**config.mk**
```make
export PLATFORM = sky130hd
export DESIGN_NAME = dual_comparator_control_logic
export DESIGN_NICKNAME = d
export VERILOG_FILES = /design/src/comparator_pkg.sv /design/src/apb_reg_slave.sv /design/src/comparator_channel.sv /design/src/dual_comparator_control_logic.sv
export SDC_FILE = /design/constraint.sdc
export NUM_CORES = 1
export LEC_CHECK = 0
export BUFFER_PORTS_ARGS = -buffer_cell sky130_fd_sc_hd__buf_2
export CAP_MARGIN = 20
export CORE_MARGIN = 1.5
export CORE_UTILIZATION = 43
export DETAILED_ROUTE_END_ITERATION = 8
export PLACE_DENSITY_LB_ADDON = 0.05
export SLEW_MARGIN = 20
export SYNTH_ARGS = -nofsm -noshare
export SYNTH_HDL_FRONTEND = slang
export SYNTH_SLANG_ARGS = --single-unit
```
**constraint.sdc**
```tcl
create_clock -name sys_clk -period 1.9 [get_ports sys_clk]
set_clock_uncertainty 0.1 [all_clocks]
set_input_delay 0.095 -clock sys_clk [delete_from_list [all_inputs] [get_ports sys_clk]]
set_output_delay 0.095 -clock sys_clk [all_outputs]
set_load 0.01 [all_outputs]
```
**src/comparator_pkg.sv**
```systemverilog
/*
 * Package for the dual comparator control logic: register offsets, field positions,
 * reset values and the carrier structs shared by the channel and the top.
 * Assumes an APB slave with 32-bit data and one aligned word per register.
 */
`default_nettype none
package comparator_pkg;

	localparam logic [11:0] OFFSET_CMP1_CONTROL_A = 12'h000;
	localparam logic [11:0] OFFSET_CMP1_CONTROL_B = 12'h004;
	localparam logic [11:0] OFFSET_CMP2_CONTROL_A = 12'h008;
	localparam logic [11:0] OFFSET_CMP2_CONTROL_B = 12'h00c;
	localparam logic [11:0] OFFSET_RESULT_MIRROR  = 12'h010;
	localparam logic [11:0] OFFSET_CHANGE_FLAGS   = 12'h014;
	localparam logic [11:0] OFFSET_PORT_CONFIG    = 12'h018;
	localparam logic [11:0] OFFSET_PORT_READ      = 12'h01c;

	localparam int BIT_ON     = 7;
	localparam int BIT_RESULT = 6;
	localparam int BIT_ROUTE  = 5;
	localparam int BIT_INVERT = 4;
	localparam int BIT_SPEED  = 2;
	localparam int BIT_HYST   = 1;
	localparam int BIT_SYNC   = 0;
	localparam int BIT_RISE   = 7;
	localparam int BIT_FALL   = 6;
	localparam int POS_SEL_LO = 4;
	localparam int NEG_SEL_LO = 0;

	localparam logic [7:0] MASK_CONTROL_A  = 8'hb7;
	localparam logic [7:0] MASK_CONTROL_B  = 8'hf3;
	localparam logic [7:0] RESET_CONTROL_A = 8'h04;
	localparam logic [7:0] RESET_CONTROL_B = 8'h00;
	localparam logic [7:0] RESET_PORT_CFG  = 8'hff;

	localparam logic [1:0] POS_DEDICATED = 2'h0;
	localparam logic [1:0] POS_DAC       = 2'h1;
	localparam logic [1:0] POS_FIXED     = 2'h2;
	localparam logic [1:0] POS_ALTERNATE = 2'h3;

	typedef struct packed {
		logic       comparator_on;
		logic       result_pin_route;
		logic       result_invert;
		logic       speed_power_select;
		logic       hysteresis_on;
		logic       timer_sync_select;
		logic       rise_flag_enable;
		logic       fall_flag_enable;
		logic [1:0] positive_input_select;
		logic [1:0] negative_input_select;
	} channel_ctrl_s;

	typedef struct packed {
		logic       comparator_on;
		logic       speed_power_select;
		logic       hysteresis_on;
		logic [1:0] positive_input_select;
		logic [1:0] negative_input_select;
	} analog_ctrl_s;

endpackage : comparator_pkg
`default_nettype wire

```
**src/apb_reg_slave.sv**
```systemverilog
/*
 * APB slave front end: single-cycle access phase, write strobe and address decode helper.
 * Assumes a well-behaved APB master; pready is always high, errors are never signalled.
 */
`default_nettype none
module apb_reg_slave (
	input  wire logic        psel,
	input  wire logic        penable,
	input  wire logic        pwrite,
	input  wire logic [11:0] paddr,
	output logic             pready,
	output logic             pslverr,
	output logic             write_strobe,
	output logic             read_strobe,
	output logic [11:0]      word_addr
);
	assign pready       = 1'b1;
	assign pslverr      = 1'b0;
	assign write_strobe = psel & penable & pwrite;
	assign read_strobe  = psel & ~penable & ~pwrite;
	assign word_addr    = {paddr[11:2], 2'b00};
endmodule : apb_reg_slave
`default_nettype wire

```
**src/comparator_channel.sv**
```systemverilog
/*
 * One comparator channel: polarity, per-cycle latch, timer-clock synchroniser,
 * edge detection and the change flag.
 * Assumes the analog output and timer clock are synchronous to sys_clk.
 */
`default_nettype none
module comparator_channel (
	input  wire logic                          sys_clk,
	input  wire logic                          sys_rst,
	input  wire comparator_pkg::channel_ctrl_s ctrl,
	input  wire logic                          analog_out,
	input  wire logic                          timer_clk_prescaled,
	input  wire logic                          flag_clear,
	output logic                               comparison_result,
	output logic                               external_result,
	output logic                               comparator_change_flag
);
	logic raw_result;
	logic prev_result;
	logic sync_latch;
	logic prev_timer_clk;
	logic timer_fall;
	logic rise_event;
	logic fall_event;

	// A disabled core reads low, so toggling the polarity, or the enable while the core is high, still makes an edge.
	assign raw_result = (analog_out & ctrl.comparator_on) ^ ctrl.result_invert;
	assign timer_fall = prev_timer_clk & ~timer_clk_prescaled;

	always_ff @(posedge sys_clk) begin
		if (sys_rst) begin
			comparison_result <= 1'b0;
			prev_result       <= 1'b0;
		end else begin
			comparison_result <= raw_result;
			prev_result       <= comparison_result;
		end
	end

	always_ff @(posedge sys_clk) begin
		if (sys_rst) begin
			prev_timer_clk <= 1'b0;
			sync_latch     <= 1'b0;
		end else begin
			prev_timer_clk <= timer_clk_prescaled;
			if (timer_fall) begin
				sync_latch <= raw_result;
			end
		end
	end

	// The unsynchronised path stays combinational so the pin follows the core directly.
	assign external_result = ctrl.timer_sync_select ? sync_latch : raw_result;

	assign rise_event = ctrl.rise_flag_enable & comparison_result & ~prev_result;
	assign fall_event = ctrl.fall_flag_enable & ~comparison_result & prev_result;

	always_ff @(posedge sys_clk) begin
		if (sys_rst) begin
			comparator_change_flag <= 1'b0;
		end else if (rise_event || fall_event) begin
			comparator_change_flag <= 1'b1;
		end else if (flag_clear) begin
			comparator_change_flag <= 1'b0;
		end
	end
endmodule : comparator_channel
`default_nettype wire

```
**src/dual_comparator_control_logic.sv**
```systemverilog
/*
 * Top of the dual comparator control logic: APB register file, two channels,
 * analog control outputs, pin routing and the port read path.
 * Assumes the analog cores, muxes, timer clock and pins sit outside, synchronous to sys_clk.
 */
`default_nettype none
module dual_comparator_control_logic (
	input  wire logic        sys_clk,
	input  wire logic        sys_rst,
	input  wire logic        psel,
	input  wire logic        penable,
	input  wire logic        pwrite,
	input  wire logic [11:0] paddr,
	input  wire logic [31:0] pwdata,
	output logic [31:0]      prdata,
	output logic             pready,
	output logic             pslverr,
	input  wire logic [1:0]  analog_out,
	input  wire logic        timer_clk_prescaled,
	input  wire logic [1:0]  pin_direction_bit,
	input  wire logic [7:0]  port_pin_level,
	output comparator_pkg::analog_ctrl_s analog_ctrl_one,
	output comparator_pkg::analog_ctrl_s analog_ctrl_two,
	output logic [1:0]      timer_gate_result,
	output logic [1:0]      result_pin_out,
	output logic [1:0]      result_pin_oe_n,
	output logic [1:0]      comparator_change_flag
);
	logic [7:0]  control_a [2];
	logic [7:0]  control_b [2];
	logic [7:0]  analog_pin_select;
	logic        write_strobe;
	logic        read_strobe;
	logic [11:0] word_addr;
	logic [1:0]  comparison_result;
	logic [1:0]  external_result;
	logic [1:0]  flag_clear;
	logic [31:0] next_prdata;
	comparator_pkg::channel_ctrl_s ctrl [2];

	function automatic comparator_pkg::channel_ctrl_s unpack_ctrl(
		input logic [7:0] reg_a,
		input logic [7:0] reg_b
	);
		comparator_pkg::channel_ctrl_s c;
		c.comparator_on         = reg_a[comparator_pkg::BIT_ON];
		c.result_pin_route      = reg_a[comparator_pkg::BIT_ROUTE];
		c.result_invert         = reg_a[comparator_pkg::BIT_INVERT];
		c.speed_power_select    = reg_a[comparator_pkg::BIT_SPEED];
		c.hysteresis_on         = reg_a[comparator_pkg::BIT_HYST];
		c.timer_sync_select     = reg_a[comparator_pkg::BIT_SYNC];
		c.rise_flag_enable      = reg_b[comparator_pkg::BIT_RISE];
		c.fall_flag_enable      = reg_b[comparator_pkg::BIT_FALL];
		c.positive_input_select = reg_b[comparator_pkg::POS_SEL_LO +: 2];
		c.negative_input_select = reg_b[comparator_pkg::NEG_SEL_LO +: 2];
		return c;
	endfunction : unpack_ctrl

	function automatic comparator_pkg::analog_ctrl_s to_analog(
		input comparator_pkg::channel_ctrl_s c
	);
		comparator_pkg::analog_ctrl_s a;
		a.comparator_on         = c.comparator_on;
		a.speed_power_select    = c.speed_power_select;
		a.hysteresis_on         = c.hysteresis_on;
		a.positive_input_select = c.positive_input_select;
		a.negative_input_select = c.negative_input_select;
		return a;
	endfunction : to_analog

	apb_reg_slave u_apb (
		.psel         (psel),
		.penable      (penable),
		.pwrite       (pwrite),
		.paddr        (paddr),
		.pready       (pready),
		.pslverr      (pslverr),
		.write_strobe (write_strobe),
		.read_strobe  (read_strobe),
		.word_addr    (word_addr)
	);

	always_ff @(posedge sys_clk) begin
		if (sys_rst) begin
			control_a[0] <= comparator_pkg::RESET_CONTROL_A;
			control_a[1] <= comparator_pkg::RESET_CONTROL_A;
			control_b[0] <= comparator_pkg::RESET_CONTROL_B;
			control_b[1] <= comparator_pkg::RESET_CONTROL_B;
		end else if (write_strobe) begin
			case (word_addr)
				comparator_pkg::OFFSET_CMP1_CONTROL_A: begin
					control_a[0] <= pwdata[7:0] & comparator_pkg::MASK_CONTROL_A;
				end
				comparator_pkg::OFFSET_CMP1_CONTROL_B: begin
					control_b[0] <= pwdata[7:0] & comparator_pkg::MASK_CONTROL_B;
				end
				comparator_pkg::OFFSET_CMP2_CONTROL_A: begin
					control_a[1] <= pwdata[7:0] & comparator_pkg::MASK_CONTROL_A;
				end
				comparator_pkg::OFFSET_CMP2_CONTROL_B: begin
					control_b[1] <= pwdata[7:0] & comparator_pkg::MASK_CONTROL_B;
				end
				default: begin
				end
			endcase
		end
	end

	always_ff @(posedge sys_clk) begin
		if (sys_rst) begin
			analog_pin_select <= comparator_pkg::RESET_PORT_CFG;
		end else if (write_strobe && word_addr == comparator_pkg::OFFSET_PORT_CONFIG) begin
			analog_pin_select <= pwdata[7:0];
		end
	end

	// Writing a one to a flag bit clears it; the channel lets a same-cycle edge win.
	assign flag_clear = (write_strobe && word_addr == comparator_pkg::OFFSET_CHANGE_FLAGS)
		? pwdata[1:0] : 2'b00;

	genvar ch;
	generate
		for (ch = 0; ch < 2; ch++) begin : g_channel
			assign ctrl[ch] = unpack_ctrl(control_a[ch], control_b[ch]);

			comparator_channel u_channel (
				.sys_clk                (sys_clk),
				.sys_rst                (sys_rst),
				.ctrl                   (ctrl[ch]),
				.analog_out             (analog_out[ch]),
				.timer_clk_prescaled    (timer_clk_prescaled),
				.flag_clear             (flag_clear[ch]),
				.comparison_result      (comparison_result[ch]),
				.external_result        (external_result[ch]),
				.comparator_change_flag (comparator_change_flag[ch])
			);

			// Routing ignores the enable bit; a disabled core simply drives its polarity level.
			assign result_pin_out[ch]  = external_result[ch];
			assign result_pin_oe_n[ch] = ~(ctrl[ch].result_pin_route & ~pin_direction_bit[ch]);
			assign timer_gate_result[ch] = external_result[ch];
		end
	endgenerate

	// Code three of the positive select means the shared pin on channel one and
	// ground on channel two; the analog side decodes it from the channel it serves.
	assign analog_ctrl_one = to_analog(ctrl[0]);
	assign analog_ctrl_two = to_analog(ctrl[1]);

	always_comb begin
		next_prdata = 32'h0000_0000;
		case (word_addr)
			comparator_pkg::OFFSET_CMP1_CONTROL_A: begin
				next_prdata[7:0] = control_a[0];
				next_prdata[comparator_pkg::BIT_RESULT] = comparison_result[0];
			end
			comparator_pkg::OFFSET_CMP1_CONTROL_B: begin
				next_prdata[7:0] = control_b[0];
			end
			comparator_pkg::OFFSET_CMP2_CONTROL_A: begin
				next_prdata[7:0] = control_a[1];
				next_prdata[comparator_pkg::BIT_RESULT] = comparison_result[1];
			end
			comparator_pkg::OFFSET_CMP2_CONTROL_B: begin
				next_prdata[7:0] = control_b[1];
			end
			comparator_pkg::OFFSET_RESULT_MIRROR: begin
				next_prdata[1:0] = comparison_result;
			end
			comparator_pkg::OFFSET_CHANGE_FLAGS: begin
				next_prdata[1:0] = comparator_change_flag;
			end
			comparator_pkg::OFFSET_PORT_CONFIG: begin
				next_prdata[7:0] = analog_pin_select;
			end
			comparator_pkg::OFFSET_PORT_READ: begin
				next_prdata[7:0] = port_pin_level & ~analog_pin_select;
			end
			default: begin
				next_prdata = 32'h0000_0000;
			end
		endcase
	end

	// Read data is captured in the setup cycle so it is a flop during the access phase.
	always_ff @(posedge sys_clk) begin
		if (sys_rst) begin
			prdata <= 32'h0000_0000;
		end else if (read_strobe) begin
			prdata <= next_prdata;
		end
	end
endmodule : dual_comparator_control_logic
`default_nettype wire

```
==> results of run 1 <==
==> through the flow <==
step	hold slack, ns	setup slack (ns)	utilization	total power [mW]
finish	0.02101	0.2415	0.5232	2.262
global route	0.01433	0.08370	0.5232	2.362
CTS	0.01470	0.2048	0.5232	2.274
detailed placement	0.2169	0.04233	0.4919	1.497
global placement	0.2174	0.03878	0.4919	1.496
floorplan	0.06661	0.08566	-	1.429
==> final timing paths <==
path	start	end	slack (ns)
setup / recovery	control_a[0][11]	result_pin_out[1]	0.24
hold / removal	pwdata[1]	control_b[0][1]	0.02
setup reg to reg	control_a[0][2]	prdata[2]	0.34
hold reg to reg	prdata[2]	prdata[2]	0.36
==> report_power, final <==
part / total (mW) / internal (mW) / switching [mW] / leakage (nW)
clock: 0.780 / 0.401 / 0.379 / 0.0563
combinational: 0.307 / 0.132 / 0.175 / 0.933
sequential: 1.17 / 1.15 / 0.0270 / 0.433
total: 2.26 / 1.68 / 0.580 / 1.42
==> layer usage <==
layer	share of wire	up-vias	global-route usage
li1	-	1015	-
met1	0.46	957	0.2567
met2	0.47	67	0.3254
met3	0.047	9	0.03846
met4	0.023	0	0.08475
met5	0	-	0
==> what timing repair did <==
item                      4_1_cts  5_1_grt
gates resized for setup         0        0
hold endpoints to repair        7        0
hold buffers                    7        0
==> registers in the layout, summed over array words and instances, names as in the netlist <==
name                                        flops
analog_pin_select                               8
control_a                                      12
control_b                                      12
g_channel.u_channel.prev_timer_clk              1
g_channel.u_channel.comparison_result           2
g_channel.u_channel.prev_result                 2
g_channel.u_channel.sync_latch                  2
g_channel.u_channel.comparator_change_flag      2
prdata                                          8
==> layout make-up <==
type / count / area [sq um]
timing repair buffer: 92 / 545.5
clock buffer: 5 / 68.82
inverter: 6 / 22.52
sequential: 49 / 1221
multi-input combinational: 179 / 1134
fill: 596 / 2856
clock inverter: 3 / 48.80
tap: 75 / 93.84
==> kinds of logic (layout without fill, tap and decap cells) <==
kind of cell | count (synthesis) | after routing | share of synthesized area
flops | 49 | 49 | 0.4540
buf+inv | 63 | 106 | 0.1581
compound gates | 37 | 37 | 0.09209
xor+xnor | 2 | 2 | 0.006513
mux | 26 | 26 | 0.1023
simple gates | 88 | 88 | 0.1842
other cells | 2 | 26 | 0.002792
==> placed cells by master, fill, tap and decap left out, types with 3 or more instances in the layout <==
cell / n
nand3b_1: 6
a21oi_1: 4
edfxtp_1: 24
mux2i_1: 23
buf_2: 65
clkbuf_8: 5
dfxtp_1: 25
o21ai_0: 10
dlygate4sd3_1: 7
a221oi_1: 5
nor2b_1: 4
and2_1: 12
o22ai_1: 4
nand2_1: 23
inv_1: 6
o211ai_1: 3
nand2b_1: 7
nor2_1: 13
buf_4: 20
conb_1: 26
==> run summary, run 1 <==
Vias in the first global route - 1941
Post-route ant nets - 0
Hold Path Class - primary input to flop
Drt wl/cell - 15.52 um
Die height - 82.10 um
Routed vias - 2048
Final slew viol count - 0
Finished Layout Cells - 409
Total gr overflow - 0
Hold depth - 2
Post-synthesis async set-or-reset flop share - 0
Syn-to-layout area delta - 16.51%
Port bufs - 65
WP depth - 4
Mapped Area - 2690 sq um
CP max FO - 3
Max_cap viols - 0
RSZ-0062 raised after global routing - no
Detailed Routing Iterations Pass 1 - 4
Clk buf depth - 2
Final Cell Area - 3134 sq um
Cell Rows - 28
Crit path kind - flop to output pin
Final Wtd Congestion - 0.8014
Drt first-iter violations - 80
I/O Pins - 118
PwrDens - 721.6 nW/um^2
Sink Count - 49
Total CTS buffers - 5
Final WL - 6.348 mm
CTS tree - yes
Critical path arrival - 1.46 ns
Final net count - 395
First-pass GRT wire length - 9.646 mm
Synth Register Bits - 49
Avg Cell Area, Syn - 10.08 sq um
Layout cells sized above 1 - 0.3054
Latest clock arrival within the worst-skew pair - 0.31 ns
Synth unique cells - 45
H-tree depth - 2
Status - complete, no violations
Inserted Diodes - 0
Worst r2r path cells - 4
EDFF count, synth - 24
Share of the synthesized area in the top cell type - 0.2679
Leading area contributor after synthesis - edfxtp_1
Post-synthesis cell count - 267
CP Cell Sequence - nand2_1 -> xor2_1 -> mux2i_1 -> buf_2
Largest net degree at the start of global routing - 18
Total GRT Usage - 0.1991
Setup Buffers After CTS - 0
Fin crit period - 1.659 ns
Top_reg_cell synth - dfxtp_1
Final setup fails - 0
DIE WIDTH - 82.10 um
Count leader, synth - buf_4
Final Cycle Share - 0.8729
Area after DPL - 2947 sq um
Clk pin slew, worst setup/hold paths - 0.10 ns
Initial antenna violation count - 0
Slowest CP cell - edfxtp_1
Placed Cells - 394
Fin. Hold Viols - 0
CP Capture Type - output pin
Seq/Total Area, Yosys - 0.4540
Crit path largest cell delay - 0.45 ns
Total die area - 6740 sq um
Starting Density - 0.4490
Top cells by count, synth - 46 x buf_4, 25 x dfxtp_1, 24 x edfxtp_1, 23 x mux2i_1, 23 x nand2_1
CP bufs+invs - 1
Top cells by area, synth - edfxtp_1 27%, dfxtp_1 19%, buf_4 13%
Worst EP required - 1.70 ns
Clock root cell - clkbuf_8
Crit start category - flop
Fin Setup TNS - 0 ns
VDD IR max - 0.3844 mV
Post-DP HPWL - 4.846 mm
Worst path top cell family by delay - flip-flops
Static leakage - 1.422 nW
Via density - 5.007
Yosys warns - 0
Post-detailed-route DRC marker count - 0
Core ar. - 5991 sq um
Peak Freq - 0.6029 GHz
No activity file was read; power rests on OpenSTA's default activity.
==> run 2, diff against run 1 <==
--- a/config.mk
+++ b/config.mk
@@ -8,8 +8,10 @@
 export BUFFER_PORTS_ARGS = -buffer_cell sky130_fd_sc_hd__buf_2
 export CAP_MARGIN = 20
 export CORE_MARGIN = 1.5
-export CORE_UTILIZATION = 43
+export CORE_UTILIZATION = 44
+export CTS_BUF_LIST = sky130_fd_sc_hd__clkbuf_8
 export DETAILED_ROUTE_END_ITERATION = 8
+export MAX_ROUTING_LAYER = met4
 export PLACE_DENSITY_LB_ADDON = 0.05
 export SLEW_MARGIN = 20
 export SYNTH_ARGS = -nofsm -noshare
==> run 2 against run 1 <==
Net effect: highest routed layer unchanged; critical path depth is the same; critical path type unchanged; first-iteration DRC count grew 59%; total power shrank 7.5%; non-clock buffer count grew 3; routed wire length shrank 0.16%; largest cell class unchanged; flip-flop and latch count is the same; largest power group unchanged; register-to-register slack gained 0.03 ns; global-route usage grew 1.4 points; sequential power is essentially flat; setup slack gained 0.017 ns; design area shrank 0.24%.
==> run summary, run 2 (synthesis results as in run 1) <==
Status - complete, no violations
Fin Setup TNS - 0 ns
Clock root cell - clkbuf_8
Total gr overflow - 0
I/O Pins - 118
DR WL met3 - 327 um
Final WL - 6.338 mm
CTS tree - yes
Inserted Diodes - 0
Detailed Routing Iterations Pass 1 - 5
CP Cell Sequence - nand2_1 -> xor2_1 -> mux2i_1 -> buf_2
Crit path kind - flop to output pin
Drt first-iter violations - 127
Largest net degree at the start of global routing - 33
Met2 wire length - 3.071 mm
Commonest non-fill, non-tap cell in the layout - buf_2
Initial antenna violation count - 0
Clk buf depth - 2
Peak Freq - 0.6091 GHz
Post-route ant nets - 0
CP max FO - 3
Post-CTS sizing - 0
Final Wtd Congestion - 0.7946
Routed vias - 2023
Total die area - 6592 sq um
Max_cap viols - 0
Crit path largest cell delay - 0.41 ns
Total GRT Usage - 0.2128
Slowest CP cell - edfxtp_1
Multi-input gate area - 1134 sq um
Final Cycle Share - 0.8640
Fin util - 0.5281
Post-DP HPWL - 4.906 mm
Die height - 81.19 um
R2r setup slk - 0.37 ns
Crit start category - flop
VDD IR max - 0.3689 mV
Cell Rows - 28
First-pass GRT wire length - 9.846 mm
Final slew viol count - 0
Worst EP required - 1.70 ns
Syn-to-layout area delta - 16.23%
Metal1 wirelength - 2.905 mm
H-tree depth - 2
Post-detailed-route DRC marker count - 0
RSZ-0062 raised after global routing - no
Drt wl/cell - 15.38 um
Finished Layout Cells - 412
Hold Buf Count CTS - 8
Latest clock arrival within the worst-skew pair - 0.30 ns
DIE WIDTH - 81.19 um
Largest registers - control_a (12), control_b (12)
Core ar. - 5921 sq um
Hold Path Class - primary input to flop
Fin crit period - 1.642 ns
Final setup fails - 0
Worst path top cell family by delay - flip-flops
Fin. Hold Viols - 0
Clk pin slew, worst setup/hold paths - 0.09 ns
Placed Cells - 396
PwrDens - 669.4 nW/um^2
Register Area - 1221 sq um
Top sig layer - met4
Vias in the first global route - 1936
Port bufs - 65
CP bufs+invs - 1
Layout cells sized above 1 - 0.3027
Via density - 4.910
Final net count - 398
Critical path arrival - 1.45 ns
Most frequent cells in the layout - 65 x buf_2, 26 x conb_1, 25 x dfxtp_1, 24 x edfxtp_1
Total CTS buffers - 5
Sink Count - 49
Setup Buffers After CTS - 0
Starting Density - 0.4544
CP Capture Type - output pin
# fillers - 597
Static leakage - 1.423 nW
==> run 2: cell types whose count changed in the layout (fill, tap and decap cells not counted), sizes merged <==
cell and change:
buf +2, bufinv -1, clkinv +2, clkinvlp -1, dlygate4sd3 +1
==> run 2: through the flow <==
step	setup WS, ns	hold WS (ns)	total power, mW	cell area [sq um]
after global routing	0.1032	0.02798	2.205	3127
after CTS	0.2416	0.02215	2.108	3127
final	0.2584	0.01922	2.093	3127
after global placement	-0.004282	0.2132	1.496	2962
after floorplan	0.08566	0.06661	1.429	2780
after detailed placement	0.01625	0.2253	1.496	2962
==> run 2: where the power goes <==
part | leakage [nW] | internal [mW] | total [mW] | switching [mW]
Sequential | 0.433 | 1.15 | 1.17 | 0.0261
Clock | 0.0436 | 0.256 | 0.611 | 0.355
Combinational | 0.947 | 0.135 | 0.309 | 0.174
Total | 1.42 | 1.54 | 2.09 | 0.555
==> run 2: area by class of cell <==
cell class / instances / area share
well taps: 75 / 0.03001
multi-input cells: 179 / 0.3625
repair buffers: 95 / 0.1825
flip-flops and latches: 49 / 0.3906
clock inverters: 3 / 0.005202
clock buffers: 5 / 0.02201
inverters: 6 / 0.007203
==> run 2: worst min-delay path, stage by stage <==
cell      delay (ns)
buf_2           0.11
inv_1           0.07
o211ai_1        0.09
==> run 2: per-layer routing <==
metal	track usage	up-vias
li1	-	1016
met1	0.2779	936
met3	0.04382	2
met5	-	-
met2	0.3358	69
met4	0.05862	0
==> run 2: final timing paths <==
kind | from | endpoint | cells past startpoint
setup reg to reg | control_b[0][6] | prdata[0] | 4
setup / recovery | control_a[0][11] | timer_gate_result[1] | 4
hold / removal | pwdata[0] | analog_pin_select[0] | 3
hold reg to reg | prdata[3] | prdata[3] | 2
